[src/verilog/eeprom_host_pkg.sv]
// constants and types shared by the paged eeprom host controller
package eeprom_host_pkg;

   // clock and documented pin timing
   localparam int CLK_PERIOD_NS = 10;
   localparam int NS_PER_US = 1000;
   localparam int NS_PER_MS = 1000000;
   localparam int T_WP_NS = 100;
   localparam int T_WPH_NS = 50;
   localparam int T_ACC_NS = 120;
   localparam int T_OEHP_NS = 150;
   localparam int BYTE_LOAD_WINDOW_US = 150;
   localparam int PROGRAM_CYCLE_TIME_MS = 10;

   // least times round up, longest times round down
   localparam int WP_CYC = (T_WP_NS + CLK_PERIOD_NS - 1) / CLK_PERIOD_NS;
   localparam int WPH_CYC = (T_WPH_NS + CLK_PERIOD_NS - 1) / CLK_PERIOD_NS;
   localparam int ACC_CYC = (T_ACC_NS + CLK_PERIOD_NS - 1) / CLK_PERIOD_NS;
   localparam int OEHP_CYC = (T_OEHP_NS + CLK_PERIOD_NS - 1) / CLK_PERIOD_NS;
   localparam int LOAD_WINDOW_CYC = BYTE_LOAD_WINDOW_US * NS_PER_US / CLK_PERIOD_NS;
   localparam int PROGRAM_CYCLE_CYC = PROGRAM_CYCLE_TIME_MS * NS_PER_MS / CLK_PERIOD_NS;
   localparam int SYNC_STAGES = 2;
   localparam int CYC_CNT_W = 8;

   // array shape
   localparam int ADDR_W = 17;
   localparam int DATA_W = 8;
   localparam int PAGE_LSB = 7;
   localparam int PAGE_BYTES = 128;
   localparam int BYTE_CNT_W = 8;
   localparam int CMD_ADDR_W = 15;
   localparam int SEQ_LEN = 3;
   localparam int TOGGLE_BIT = 6;
   localparam int POLL_BIT = 7;

   typedef enum logic [1:0] {
      OP_READ,
      OP_WRITE,
      OP_LOCK_ON,
      OP_LOCK_OFF
   } op_e;

endpackage : eeprom_host_pkg

[src/verilog/strobe_if.sv]
// single pin cycle request and answer between sequencer and pin engine
`timescale 1ns/1ns
interface strobe_if import eeprom_host_pkg::*; ();
   logic req;
   logic wr;
   logic [ADDR_W-1:0] addr;
   logic [DATA_W-1:0] wdata;
   logic done;
   logic [DATA_W-1:0] rdata;

   modport ctrl (output req, output wr, output addr, output wdata, input done, input rdata);
   modport eng (input req, input wr, input addr, input wdata, output done, output rdata);
endinterface : strobe_if

[src/verilog/eeprom_page_host.sv]
// host controller that reads, page writes and locks a paged parallel eeprom
// How it works
// RQ1: device floats and ignores pins when deselected
// RQ2: output enable stays high during write strobes
// RQ3: same page address on every page strobe
// RQ4: next page byte within load window
// RQ5: lock enable sequence takes effect after program
// RQ6: lock disable sequence takes effect after program
// RQ7: command bytes hex, command addresses bits 14-0
// RQ8: unlock sequence then one to 128 bytes
// RQ9: window overrun ends load, programming starts
// RQ10: bit 7 complemented until programming ends
// RQ11: bit 6 toggles per read while programming
// RQ12: unprefixed locked write still runs write timer
// RQ13: programming ends within 10 ms, then accepts
`timescale 1ns/1ns
module eeprom_page_host
   import eeprom_host_pkg::*;
#(
   parameter int LOAD_IDLE_CYC = LOAD_WINDOW_CYC / 2,
   parameter int POLL_LIMIT_CYC = PROGRAM_CYCLE_CYC,
   // command bytes and addresses: arbitrary values, set them for the part used
   parameter logic [SEQ_LEN-1:0][CMD_ADDR_W-1:0] LOCK_ADDR = {15'h0003, 15'h0002, 15'h0001},
   parameter logic [SEQ_LEN-1:0][DATA_W-1:0] LOCK_ON_DATA = {8'h03, 8'h02, 8'h01},
   parameter logic [SEQ_LEN-1:0][DATA_W-1:0] LOCK_OFF_DATA = {8'h06, 8'h05, 8'h04}
) (
   // clock and reset
   input wire logic clk_i,
   input wire logic rstn_i,
   // user command port
   input wire logic cmd_valid_i,
   output logic cmd_ready_o,
   input wire op_e cmd_op_i,
   input wire logic [ADDR_W-1:0] cmd_addr_i,
   input wire logic [DATA_W-1:0] cmd_data_i,
   input wire logic wr_locked_i,
   // user answers
   output logic rd_valid_o,
   output logic [DATA_W-1:0] rd_data_o,
   output logic busy_o,
   output logic timeout_o,
   // eeprom pins
   output logic ce_n_o,
   output logic oe_n_o,
   output logic we_n_o,
   output logic [ADDR_W-1:0] addr_o,
   output logic [DATA_W-1:0] dq_o,
   output logic dq_oe_o,
   input wire logic [DATA_W-1:0] dq_i
);

   localparam int TMR_W = $clog2(POLL_LIMIT_CYC + LOAD_IDLE_CYC + 1);
   localparam logic [TMR_W-1:0] LOAD_LAST = TMR_W'(LOAD_IDLE_CYC - 1);
   localparam logic [TMR_W-1:0] POLL_LAST = TMR_W'(POLL_LIMIT_CYC - 1);
   localparam logic [1:0] SEQ_LAST = 2'(SEQ_LEN - 1);
   localparam logic [BYTE_CNT_W-1:0] PAGE_FULL = BYTE_CNT_W'(PAGE_BYTES);

   typedef enum logic [2:0] {S_IDLE, S_SEQ, S_DATA, S_LOAD, S_READ, S_POLL1, S_POLL2} state_e;
   typedef logic [ADDR_W-PAGE_LSB-1:0] page_t;

   function automatic page_t page_of(input logic [ADDR_W-1:0] a);
      page_of = a[ADDR_W-1:PAGE_LSB];
   endfunction : page_of

   strobe_if cyc ();

   state_e st_q, st_d;
   op_e op_q, op_d;
   logic [ADDR_W-1:0] addr_q, addr_d, poll_addr_q, poll_addr_d;
   logic [DATA_W-1:0] data_q, data_d, last_q, last_d, prev_q, prev_d;
   logic [DATA_W-1:0] rd_data_q, rd_data_d;
   logic [1:0] seq_q, seq_d;
   logic [BYTE_CNT_W-1:0] cnt_q, cnt_d;
   logic [TMR_W-1:0] tmr_q, tmr_d;
   page_t page_q, page_d;
   logic sent_q, sent_d, has_data_q, has_data_d, rd_valid_q, rd_valid_d, tout_q, tout_d;
   logic load_take, settled;

   // a page may only grow with writes to the same page, up to its size
   assign load_take = (st_q == S_LOAD) && (cmd_op_i == OP_WRITE)
                      && (page_of(cmd_addr_i) == page_q) && (cnt_q != PAGE_FULL); // RQ3 RQ8
   assign cmd_ready_o = (st_q == S_IDLE) || load_take;

   // done when bit 6 stops toggling and, after data, bit 7 matches the last byte written
   assign settled = (prev_q[TOGGLE_BIT] == cyc.rdata[TOGGLE_BIT]) // RQ11
                    && (!has_data_q || cyc.rdata[POLL_BIT] == last_q[POLL_BIT]); // RQ10

   always_comb begin
      cyc.req = 1'b0;
      if (st_q == S_SEQ || st_q == S_DATA || st_q == S_READ || st_q == S_POLL1
          || st_q == S_POLL2) begin
         cyc.req = !sent_q;
      end
      cyc.wr = (st_q == S_SEQ) || (st_q == S_DATA);
      cyc.addr = addr_q;
      cyc.wdata = data_q;
      if (st_q == S_SEQ) begin
         cyc.addr = ADDR_W'(LOCK_ADDR[seq_q]); // RQ7
         cyc.wdata = (op_q == OP_LOCK_OFF) ? LOCK_OFF_DATA[seq_q] : LOCK_ON_DATA[seq_q];
      end else if (st_q == S_POLL1 || st_q == S_POLL2) begin
         cyc.addr = poll_addr_q;
      end
   end

   always_comb begin
      st_d = st_q;
      op_d = op_q;
      addr_d = addr_q;
      data_d = data_q;
      poll_addr_d = poll_addr_q;
      last_d = last_q;
      prev_d = prev_q;
      rd_data_d = rd_data_q;
      seq_d = seq_q;
      cnt_d = cnt_q;
      page_d = page_q;
      has_data_d = has_data_q;
      rd_valid_d = 1'b0;
      tout_d = 1'b0;
      tmr_d = (tmr_q == POLL_LAST) ? tmr_q : tmr_q + 1'b1;
      sent_d = sent_q;
      if (cyc.req) begin
         sent_d = 1'b1;
      end
      if (cyc.done) begin
         sent_d = 1'b0;
      end
      case (st_q)
         S_IDLE: begin
            if (cmd_valid_i) begin
               op_d = cmd_op_i;
               addr_d = cmd_addr_i;
               data_d = cmd_data_i;
               seq_d = '0;
               cnt_d = '0;
               case (cmd_op_i)
                  OP_READ: st_d = S_READ;
                  // a locked part needs the sequence ahead of each page
                  OP_WRITE: st_d = wr_locked_i ? S_SEQ : S_DATA; // RQ8 RQ12
                  default: begin
                     has_data_d = 1'b0;
                     poll_addr_d = cmd_addr_i;
                     st_d = S_SEQ;
                  end
               endcase
            end
         end
         S_SEQ: begin
            if (cyc.done) begin
               if (seq_q == SEQ_LAST) begin
                  seq_d = '0;
                  tmr_d = '0;
                  // lock change with no data still programs: poll it out
                  st_d = (op_q == OP_WRITE) ? S_DATA : S_POLL1; // RQ5 RQ6
               end else begin
                  seq_d = seq_q + 1'b1;
               end
            end
         end
         S_DATA: begin
            if (cyc.done) begin
               tmr_d = '0;
               cnt_d = cnt_q + 1'b1;
               page_d = page_of(addr_q);
               poll_addr_d = addr_q;
               last_d = data_q;
               has_data_d = 1'b1;
               st_d = S_LOAD;
            end
         end
         S_LOAD: begin
            if (cmd_valid_i && load_take) begin
               addr_d = cmd_addr_i;
               data_d = cmd_data_i;
               st_d = S_DATA;
            end else if (cmd_valid_i || tmr_q == LOAD_LAST) begin // RQ4 RQ9
               tmr_d = '0;
               st_d = S_POLL1;
            end
         end
         S_READ: begin
            if (cyc.done) begin
               rd_data_d = cyc.rdata;
               rd_valid_d = 1'b1;
               st_d = S_IDLE;
            end
         end
         S_POLL1: begin
            if (cyc.done) begin
               prev_d = cyc.rdata;
               st_d = S_POLL2;
            end
         end
         S_POLL2: begin
            if (cyc.done) begin
               prev_d = cyc.rdata;
               if (settled) begin
                  st_d = S_IDLE; // RQ13
               end else if (tmr_q == POLL_LAST) begin
                  tout_d = 1'b1; // RQ13
                  st_d = S_IDLE;
               end
            end
         end
         default: st_d = S_IDLE;
      endcase
   end

   always_ff @(posedge clk_i or negedge rstn_i) begin
      if (!rstn_i) begin
         st_q <= S_IDLE;
         op_q <= OP_READ;
         addr_q <= '0;
         data_q <= '0;
         poll_addr_q <= '0;
         last_q <= '0;
         prev_q <= '0;
         rd_data_q <= '0;
         seq_q <= '0;
         cnt_q <= '0;
         tmr_q <= '0;
         page_q <= '0;
         sent_q <= 1'b0;
         has_data_q <= 1'b0;
         rd_valid_q <= 1'b0;
         tout_q <= 1'b0;
      end else begin
         st_q <= st_d;
         op_q <= op_d;
         addr_q <= addr_d;
         data_q <= data_d;
         poll_addr_q <= poll_addr_d;
         last_q <= last_d;
         prev_q <= prev_d;
         rd_data_q <= rd_data_d;
         seq_q <= seq_d;
         cnt_q <= cnt_d;
         tmr_q <= tmr_d;
         page_q <= page_d;
         sent_q <= sent_d;
         has_data_q <= has_data_d;
         rd_valid_q <= rd_valid_d;
         tout_q <= tout_d;
      end
   end

   pin_cycle_engine u_engine (
      .clk_i(clk_i),
      .rstn_i(rstn_i),
      .cyc(cyc),
      .ce_n_o(ce_n_o),
      .oe_n_o(oe_n_o),
      .we_n_o(we_n_o),
      .addr_o(addr_o),
      .dq_o(dq_o),
      .dq_oe_o(dq_oe_o),
      .dq_i(dq_i)
   );

   assign rd_valid_o = rd_valid_q;
   assign rd_data_o = rd_data_q;
   assign timeout_o = tout_q;
   assign busy_o = (st_q != S_IDLE);

endmodule : eeprom_page_host

[src/verilog/pin_cycle_engine.sv]
// drives one timed read or write cycle on the eeprom pins
`timescale 1ns/1ns
module pin_cycle_engine
   import eeprom_host_pkg::*;
(
   // clock and reset
   input wire logic clk_i,
   input wire logic rstn_i,
   // request from the sequencer
   strobe_if.eng cyc,
   // eeprom pins
   output logic ce_n_o,
   output logic oe_n_o,
   output logic we_n_o,
   output logic [ADDR_W-1:0] addr_o,
   output logic [DATA_W-1:0] dq_o,
   output logic dq_oe_o,
   input wire logic [DATA_W-1:0] dq_i
);

   localparam logic [CYC_CNT_W-1:0] WP_LAST = CYC_CNT_W'(WP_CYC - 1);
   localparam logic [CYC_CNT_W-1:0] WPH_LAST = CYC_CNT_W'(WPH_CYC - 1);
   localparam logic [CYC_CNT_W-1:0] RD_LAST = CYC_CNT_W'(ACC_CYC + SYNC_STAGES - 1);
   localparam logic [CYC_CNT_W-1:0] REC_LAST = CYC_CNT_W'(OEHP_CYC - 1);

   typedef enum logic [2:0] {C_IDLE, C_WR_LOW, C_WR_HIGH, C_RD_ACC, C_RD_REC} cyc_state_e;

   cyc_state_e st_q, st_d;
   logic [CYC_CNT_W-1:0] cnt_q, cnt_d;
   logic ce_n_q, ce_n_d, oe_n_q, oe_n_d, we_n_q, we_n_d, dq_oe_q, dq_oe_d;
   logic done_q, done_d;
   logic [ADDR_W-1:0] addr_q, addr_d;
   logic [DATA_W-1:0] dq_q, dq_d, rdata_q, rdata_d;
   logic [DATA_W-1:0] dq_m_q, dq_s_q;

   always_comb begin
      st_d = st_q;
      cnt_d = cnt_q + 1'b1;
      ce_n_d = ce_n_q;
      oe_n_d = oe_n_q;
      we_n_d = we_n_q;
      dq_oe_d = dq_oe_q;
      addr_d = addr_q;
      dq_d = dq_q;
      rdata_d = rdata_q;
      done_d = 1'b0;
      case (st_q)
         C_IDLE: begin
            cnt_d = '0;
            ce_n_d = 1'b1; // RQ1
            oe_n_d = 1'b1;
            we_n_d = 1'b1;
            if (cyc.req) begin
               addr_d = cyc.addr;
               ce_n_d = 1'b0;
               if (cyc.wr) begin
                  dq_d = cyc.wdata;
                  dq_oe_d = 1'b1;
                  we_n_d = 1'b0; // RQ2
                  st_d = C_WR_LOW;
               end else begin
                  dq_oe_d = 1'b0;
                  oe_n_d = 1'b0;
                  st_d = C_RD_ACC;
               end
            end
         end
         C_WR_LOW: begin
            if (cnt_q == WP_LAST) begin
               we_n_d = 1'b1;
               ce_n_d = 1'b1;
               cnt_d = '0;
               st_d = C_WR_HIGH;
            end
         end
         C_WR_HIGH: begin
            if (cnt_q == WPH_LAST) begin
               dq_oe_d = 1'b0;
               done_d = 1'b1;
               st_d = C_IDLE;
            end
         end
         C_RD_ACC: begin
            if (cnt_q == RD_LAST) begin
               rdata_d = dq_s_q;
               ce_n_d = 1'b1;
               oe_n_d = 1'b1;
               cnt_d = '0;
               st_d = C_RD_REC;
            end
         end
         C_RD_REC: begin
            // high time between reads doubles as float time before driving
            if (cnt_q == REC_LAST) begin
               done_d = 1'b1;
               st_d = C_IDLE;
            end
         end
         default: st_d = C_IDLE;
      endcase
   end

   always_ff @(posedge clk_i or negedge rstn_i) begin
      if (!rstn_i) begin
         st_q <= C_IDLE;
         cnt_q <= '0;
         ce_n_q <= 1'b1;
         oe_n_q <= 1'b1;
         we_n_q <= 1'b1;
         dq_oe_q <= 1'b0;
         addr_q <= '0;
         dq_q <= '0;
         rdata_q <= '0;
         done_q <= 1'b0;
         dq_m_q <= '0;
         dq_s_q <= '0;
      end else begin
         st_q <= st_d;
         cnt_q <= cnt_d;
         ce_n_q <= ce_n_d;
         oe_n_q <= oe_n_d;
         we_n_q <= we_n_d;
         dq_oe_q <= dq_oe_d;
         addr_q <= addr_d;
         dq_q <= dq_d;
         rdata_q <= rdata_d;
         done_q <= done_d;
         dq_m_q <= dq_i;
         dq_s_q <= dq_m_q;
      end
   end

   assign ce_n_o = ce_n_q;
   assign oe_n_o = oe_n_q;
   assign we_n_o = we_n_q;
   assign addr_o = addr_q;
   assign dq_o = dq_q;
   assign dq_oe_o = dq_oe_q;
   assign cyc.done = done_q;
   assign cyc.rdata = rdata_q;

endmodule : pin_cycle_engine

[config.mk]
export PLATFORM = sky130hd
export DESIGN_NAME = eeprom_page_host
export DESIGN_NICKNAME = d
export VERILOG_FILES = /design/src/verilog/eeprom_host_pkg.sv /design/src/verilog/strobe_if.sv /design/src/verilog/eeprom_page_host.sv /design/src/verilog/pin_cycle_engine.sv
export SDC_FILE = /design/constraint.sdc
export NUM_CORES = 1
export LEC_CHECK = 0
export ABC_AREA = 1
export BUFFER_PORTS_ARGS = -buffer_cell sky130_fd_sc_hd__clkbuf_2
export CAP_MARGIN = 25
export CORE_MARGIN = 2
export CORE_UTILIZATION = 49
export CTS_BUF_LIST = sky130_fd_sc_hd__clkbuf_8
export DETAILED_ROUTE_END_ITERATION = 10
export PLACE_DENSITY = 0.7
export SLEW_MARGIN = 20
export SYNTH_ARGS = -nofsm -noshare
export SYNTH_HDL_FRONTEND = slang
export SYNTH_HIERARCHICAL = 1
export SYNTH_SLANG_ARGS = --single-unit
export TNS_END_PERCENT = 50
[constraint.sdc]
create_clock -name clk_i -period 2.4 [get_ports clk_i]
set_clock_uncertainty 0.05 [all_clocks]
set_input_delay 0.12 -clock clk_i [delete_from_list [all_inputs] [get_ports clk_i]]
set_output_delay 0.12 -clock clk_i [all_outputs]
set_load 0.05 [all_outputs]
==> summary by stage, run 1 <==
Floorplanning
The die is 134 um tall. The core region area is ~17000 um2. For this configuration, the core starts out at a cell density of 0.498.

The row count is 47. The full die area is 17800 um2. The number of primary I/O pins is 80. In this run the horizontal extent of the chip is 134 um.

Logic synthesis
The share of synthesized area in the top cell type comes to 0.496. The number of synthesized register bits is 166. The number of different library cells in the post-synthesis netlist is 40. In this run, synthesis inferred 0 flip-flops with an integrated enable.

The cell taking the most area after synthesis is dfrtp_1. In the synthesized netlist the async set-or-reset flop fraction comes to 1.00. The mapped cell area is 8230 um2. By count the netlist is led by nand2_1 (337), dfrtp_1 (163), inv_1 (107), nor2_1 (83), nand3_1 (70). The number of warnings issued by yosys is 6. Yosys attributes the largest share of cell area to dfrtp_1 (50%), nand2_1 (15%), inv_1 (4.9%). In the post-synthesis netlist, the cell with the most instances is nand2_1. In the synthesized netlist the dominant register cell turns out to be dfrtp_1. The synthesized area per cell is 7.99 um2. The share of the yosys chip area belonging to registers is 0.505. The total nets after synthesis is 1082. The number of standard cells after synthesis is 1030.

Worst setup path
The worst setup path is of the flop to output port kind. The data required time of the critical path is 2.23 ns. The worst setup path is launched from a flop. The endpoint kind of the worst setup timing path is an output port. STA puts the critical path data arrival time at around 2.0 ns. Along the worst path, the maximum fanout reaches 7.

Clock network
The clock passes through at most 2 buffers. After clock tree synthesis, the setup repair step added 0 buffers. The H-tree was split into 4 levels. Clock latency on the worst-skew pair, taken at its later pin, is 0.46 ns.

The clock net sink count is 166. TritonCTS built the clock tree. The number of buffers added by the clock tree synthesis step is 17.

The tree is rooted in a clkbuf_8. Clock-pin slew was measured on the worst setup and hold paths at 0.09 ns.

Job
The max capacitance violation total is 0.

Worst hold path
The tightest min-delay check is of the primary input to flop type.

GRT
The total track usage is 0.234. The global-route wire length before repair is approximately 33000 um. The number of global-route vias before repair is about 6800.

Summed over all layers, the global routing overflow is 0. The number of antenna violations at the first check in global routing is 0. Entering global routing, the biggest net connects 66 pins.

STA
Setup repair after global routing left no endpoint under its margin. The count of final max-slew check failures is 0. Headroom to the max-slew limit came out at 0.618.

The least setup slack across all paths after layout is ~0.25 ns. Setup violations remaining at the end of the flow were counted as 0. The total count of hold-check failures in the final report came to 0. Static timing analysis puts the maximum clock frequency at 464 MHz. The final setup TNS is 0 ns. Dividing the final minimum period by the clock period gives 0.897.

The slew at the pin with the worst max-slew slack is approximately 0.57 ns. The clock period could shrink to roughly 2.2 ns.

Placed design
Input and output buffers added on the ports amount to between 70 and 80. The wire-length estimate of the detail-placed layout is 13500 um. Once placement finished, the instance area stood at 8910 um2.

After detailed placement, the design holds a cell count of approximately 1300. The weighted congestion at the end of routability-driven global placement is 0.880. Timing analysis after detailed placement gives a worst setup slack of 0.354 ns.

Detailed routing
The post-detailed-route DRC marker count is 0. The total number of vias is 6988. The via-per-instance ratio is 5.05.

In the final routed layout, each cell accounts on average for 14.4 um. After the first detailed-routing iteration, the DRC count stood at 481. The remaining antenna violation count after routing is 0. The first-pass iteration count of the detailed router is 5. The aggregate routed wire length is 19900 um.

Final layout
Fill cells in the final layout number 1522. With fillers left out, the area of the finished cells amounts to 9660 um2. 0 antenna diodes ended up in the layout. In the final layout, the share of cells above drive strength 1 is 0.154. For this run, the share of the core covered by cells in the final layout is 0.584. The area taken by flip-flops and latches is 4160 um2. The count of cells in the finished layout, fillers not included, comes to between 1000 and 1500. The area occupied by multi-input gates is 3460 um2. The area growth from synthesis to layout is 17.3%.

The number of nets at the end of the flow is roughly 1200.

Pwr
The maximum resistive drop on vdd is 0.640 mV. In this run the static leakage power is 4.93 nW. The total power per unit cell area is 1070 nW/um2.

Outcome
The flow ran to the end, and the final reports show no timing, DRC or antenna violations.
critical path, cell delays in order, from the launching register on:
cell and delay, ns:
dfrtp_1 0.46, inv_2 0.18, nand3_4 0.10, nor2_1 0.12, nand2_1 0.07, nor2_2 0.13
nand2_1 0.06, nand2_1 0.10, clkbuf_2 0.29
layer usage:
metal,track usage,wire length [um],vias to the layer above
li1,-,-,3505
met1,0.314,9070,3288
met2,0.384,9560,165
met3,0.0434,861,30
met4,0.0810,427,0
met5,0,0,-
state kept, by name (all words and copies together) (netlist names), 2 cells and up:
| name | cells |
|---|---|
| u_engine/cyc.rdata | 8 |
| u_engine/dq_o | 8 |
| cnt_q | 8 |
| data_q | 8 |
| u_engine/dq_s_q | 8 |
| u_engine/dq_m_q | 8 |
| op_q | 2 |
| u_engine/cnt_q | 8 |
| rd_data_o | 8 |
| seq_q | 2 |
| tmr_q | 20 |
| u_engine/st_q | 3 |
| page_q | 10 |
| st_q | 3 |
| u_engine/addr_o | 17 |
| addr_q | 17 |
| poll_addr_q | 17 |
through the flow:
stage | power, mW | hold WS, ns
final | 10.3 | 0.114
after detailed placement | 8.35 | 0.0811
after global routing | 11.1 | 0.152
after CTS | 10.4 | 0.0650
after global placement | 8.27 | 0.0777
after floorplan | 7.24 | -0.226
power breakdown:
part	internal, mW	switching [mW]	total, mW
logic	1.28	3.06	4.33
registers	3.54	0.515	4.05
clock network	0.842	1.11	1.95
total	5.66	4.68	10.3
final timing paths:
check / slack (ns) / from / cells past startpoint / to
max: 0.25 / st_q[2]$_DFFE_PN0P_ / 8 / cmd_ready_o
min: 0.11 / wr_locked_i / 6 / st_q[0]$_DFFE_PN0P_
max reg2reg: 0.32 / st_q[2]$_DFFE_PN0P_ / 10 / addr_q[0]$_DFFE_PN0P_
min reg2reg: 0.30 / u_engine/dq_m_q[0]$_DFF_PN0_ / 0 / u_engine/dq_s_q[0]$_DFF_PN0_
max in group asynchronous: 1.43 / rstn_i / 3 / u_engine/ce_n_o$_DFFE_PN1P_
min in group asynchronous: 0.14 / rstn_i / 2 / poll_addr_q[13]$_DFFE_PN0P_
cell usage in the layout, fill, tap and decap left out, types with 7 or more instances in the layout:
cell / instances
nand2_4: 7
o21ai_0: 58
dlygate4sd3_1: 37
inv_2: 7
nand4_1: 11
clkbuf_2: 78
nand3_1: 70
a31oi_1: 10
xor2_1: 14
nor2_2: 16
nor3_1: 14
ha_1: 13
a21oi_1: 37
dfrtp_1: 163
nand2_1: 337
o211ai_1: 11
clkbuf_8: 17
nor2_1: 83
buf_4: 13
inv_1: 107
final cells by class:
cell class,count,share of cell area
Inverter,115,0.0447
Clock buffer,17,0.0242
Sequential cell,166,0.431
Clock inverter,15,0.0152
Multi-Input combinational cell,717,0.359
Timing Repair Buffer,133,0.0983
Tap cell,220,0.0285
repair_timing:
action,CTS,global route
hold buffers,37,0
resized for setup,0,0
hold endpoints to repair,109,0
kinds of logic (layout without fill, tap and decap cells):
family | Yosys count | count (layout) | synth area share
flip-flops | 166 | 166 | 0.505
AO/OA/AOI/OAI | 127 | 127 | 0.0857
XOR/XNOR | 18 | 18 | 0.0192
adder cells (fa/ha/maj) | 13 | 13 | 0.0198
multiplexers | 1 | 1 | 0.00137
buffers and inverters | 147 | 280 | 0.0742
AND/OR/NAND/NOR | 558 | 558 | 0.295
Note: power is estimated with default switching activity, not from simulation.
==> run 2, diff against run 1 <==
CORE_UTILIZATION = 62   (was 49)
PLACE_DENSITY = 0.85   (was 0.7)
REMOVE_ABC_BUFFERS = 1   (was default)
==> run 2 against run 1 <==
  * Maximum frequency down 1.0%
  * Worst hold slack worse by 0.085 ns
  * First-iteration DRC count rose by 10%
  * Critical path type unchanged
  * Global-route usage increased by 5.5 points
  * Sequential power about the same
  * Sequential share of layout area grew 0.43 points
  * Setup slack worse by 0.023 ns
  * Total power fell by 1.8%
  * Combinational power is essentially flat
  * Register-to-register slack got worse by 0.04 ns
==> summary by stage, run 2 (synthesis gave the netlist of run 1 again) <==
Outcome
The run finished with clean final reports.

Job
The max capacitance violation total is 0 (unchanged).

Final layout
The area taken by flip-flops and latches is 4160 um2 (unchanged). Counting flops per register, the top entry is tmr_q. The post-synthesis to final-layout area growth is 16.2%. The post-route non-filler standard cell count is 1341 (-3.0%). The area occupied by multi-input gates is 3460 um2 (unchanged).

The final non-filler cell area is 9560 um2 (-1.0%). The filler cell count in the final layout is 943 (-38%). The number of nets at the end of the flow was 1204 (+0.17%). Leaving out fill and tap cells, the most frequent cells in the layout are nand2_1 (337), dfrtp_1 (163), inv_1 (107). The final antenna diode count came to 0 (unchanged). The most common cell after layout, fill and taps aside is nand2_1. The fraction of the core area covered by cells at the end of the flow was 0.731 (+0.146).

The share of post-route cells with drive strength above 1 is 0.156 (+0.00231). The number of flip-flops under the largest register name is 20 (unchanged).

STA
The maximum clock frequency is 459 MHz (-1.0%). The count of final max-slew check failures is 0 (unchanged). The worst slew margin relative to its limit was 0.602 (-0.0158).

The clock period minus worst slack is 2.18 ns (+0.0228 ns). The final setup TNS was 0 ns (unchanged). The slew at the pin with the worst max-slew slack came to 0.596 ns (+0.0236 ns). The total count of hold-check failures in the final report is 0 (unchanged).

The final clock period utilization by the worst path is 0.907 (+0.00948). The final-report setup violation count came to 0 (unchanged). Setup repair after global routing left no endpoint under its margin. The worst hold slack was 0.0284 ns (-0.0853 ns). The least setup slack across all paths after layout is 0.224 ns (-0.0228 ns).

Floorplanning
The row count was 42 (-11%). The width of the die came to 119 um (-11%). The number of primary I/O pins came to 80 (unchanged). The full die area came to 14200 um2 (-20%). The core region area is 13100 um2 (-21%).

The initial core utilization is 0.629 (+0.131). The die height is 119 um (-11%).

Worst setup path
By startpoint and endpoint, the worst setup path is classified as flop to output port. The critical path launch point type is a flop. The data required time of the critical path is 2.23 ns (about the same). The endpoint kind of the worst setup timing path is an output port.

The critical path arrival is 2.01 ns (+0.03 ns). The critical-path maximum fanout was 7 (unchanged).

GRT
The number of global-route vias before repair is 7142 (+4.7%). The total track usage is 0.289 (+0.0550). The number of antenna violations at the first check in global routing is 0 (unchanged). The total congestion overflow after global routing is 0 (unchanged). The global-route wire length before repair is 32900 um (-0.92%). The maximum number of pins on one net before global-route repair was 53 (-20%).

Detailed routing
The remaining antenna violation count after routing is 0 (unchanged). The post-detailed-route wirelength per cell is 14.5 um (+0.93%). The total number of vias is 7275 (+4.1%).

The aggregate routed wire length is 19500 um (-2.1%). The via-per-instance ratio is 5.43 (+7.4%). The first-pass iteration count of the detailed router is 5 (unchanged). The DRC violation total after the first TritonRoute iteration is 530 (+10%). The post-detailed-route DRC marker count is 0 (unchanged).

Clock network
The maximum buffer depth of the clock tree is 2 (unchanged). The clock net sink count is 166 (unchanged). The CTS H-tree depth came to 4 (unchanged).

The clock insertion delay at the later pin of the skew report came to 0.46 ns (about the same). Clock tree synthesis selected as its root buffer the cell clkbuf_8. TritonCTS built the clock tree. The post-CTS setup-driven buffer insertion count is 0 (unchanged). The clock input transition at the sequential cells of the worst setup and hold paths is 0.09 ns (about the same). The number of buffers added by the clock tree synthesis step was 17 (unchanged). The number of gates resized after cts is 0 (unchanged).

Placed design
The cell count after placement was 1273 (-3.1%). The detailed placer's ending HPWL is 13000 um (-3.7%). The number of buffer cells added on primary ports is 79 (unchanged).

The worst slack at placement was 0.342 ns (-0.0116 ns). The total placed instance area was 8860 um2 (-0.51%). The weighted congestion at the end of routability-driven global placement came to 0.950 (+8.0%).

Pwr
The maximum resistive drop on vdd is 0.807 mV (+26%). The leakage power summed over all cells is 4.92 nW (-0.26%). The total power per unit cell area is 1060 nW/um2 (-0.83%). The overall power after layout was 10.1 mW (-1.8%).

Worst hold path
The class of the worst hold path is primary input to flop.
-- run 2: changes by cell type in the layout (fill, tap and decap cells not counted), sizes merged --
cell         delta
inv             -2
clkinv          +1
bufinv          -1
dlygate4sd3     -1
buf             +3
clkinvlp        +2
-- run 2: worst paths after layout --
kind | cells after the start | end | from | slack [ns]
worst max-delay path | 8 | cmd_ready_o | st_q[2]$_DFFE_PN0P_ | 0.22
max in group asynchronous | 3 | u_engine/ce_n_o$_DFFE_PN1P_ | rstn_i | 1.40
min in group asynchronous | 2 | addr_q[10]$_DFFE_PN0P_ | rstn_i | 0.13
worst max register to register | 11 | u_engine/addr_o[16]$_DFFE_PN0P_ | st_q[0]$_DFFE_PN0P_ | 0.28
worst min-delay path | 3 | tmr_q[4]$_DFF_PN0_ | cmd_valid_i | 0.03
worst min register to register | 0 | u_engine/dq_s_q[1]$_DFF_PN0_ | u_engine/dq_m_q[1]$_DFF_PN0_ | 0.30
-- run 2: metal layers --
metal | up-vias | GRT usage | routed length, um
met2 | 280 | 0.479 | 9520
met5 | - | 0 | 0
met3 | 53 | 0.0508 | 1120
met4 | 0 | 0.120 | 568
li1 | 3506 | - | -
met1 | 3436 | 0.378 | 8280
-- run 2: area by class of cell --
cell class	count	share of cell area
clock buffer	17	0.0245
clock inverter	15	0.0110
inverter	115	0.0452
multi-input combinational	717	0.362
sequential	166	0.435
tap	176	0.0230
timing repair buffer	135	0.0993
-- run 2: critical path, stage by stage (launching register included) --
cell and delay (ns):
dfrtp_1 0.47, inv_2 0.18, nand3_4 0.11, nor2_1 0.11, nand2_1 0.06, nor2_2 0.13
nand2_1 0.07, nand2_1 0.11, clkbuf_2 0.29
-- run 2: what timing repair did --
item	4_1_cts	5_1_grt
endpoints found under the setup margin	0	0
hold buffers	36	0
endpoints found under the hold margin	193	0
-- run 2: report_power, final --
group	switching (mW)	internal, mW
combinational	3.07	1.27
sequential	0.514	3.54
clock	1.05	0.712
total	4.63	5.52
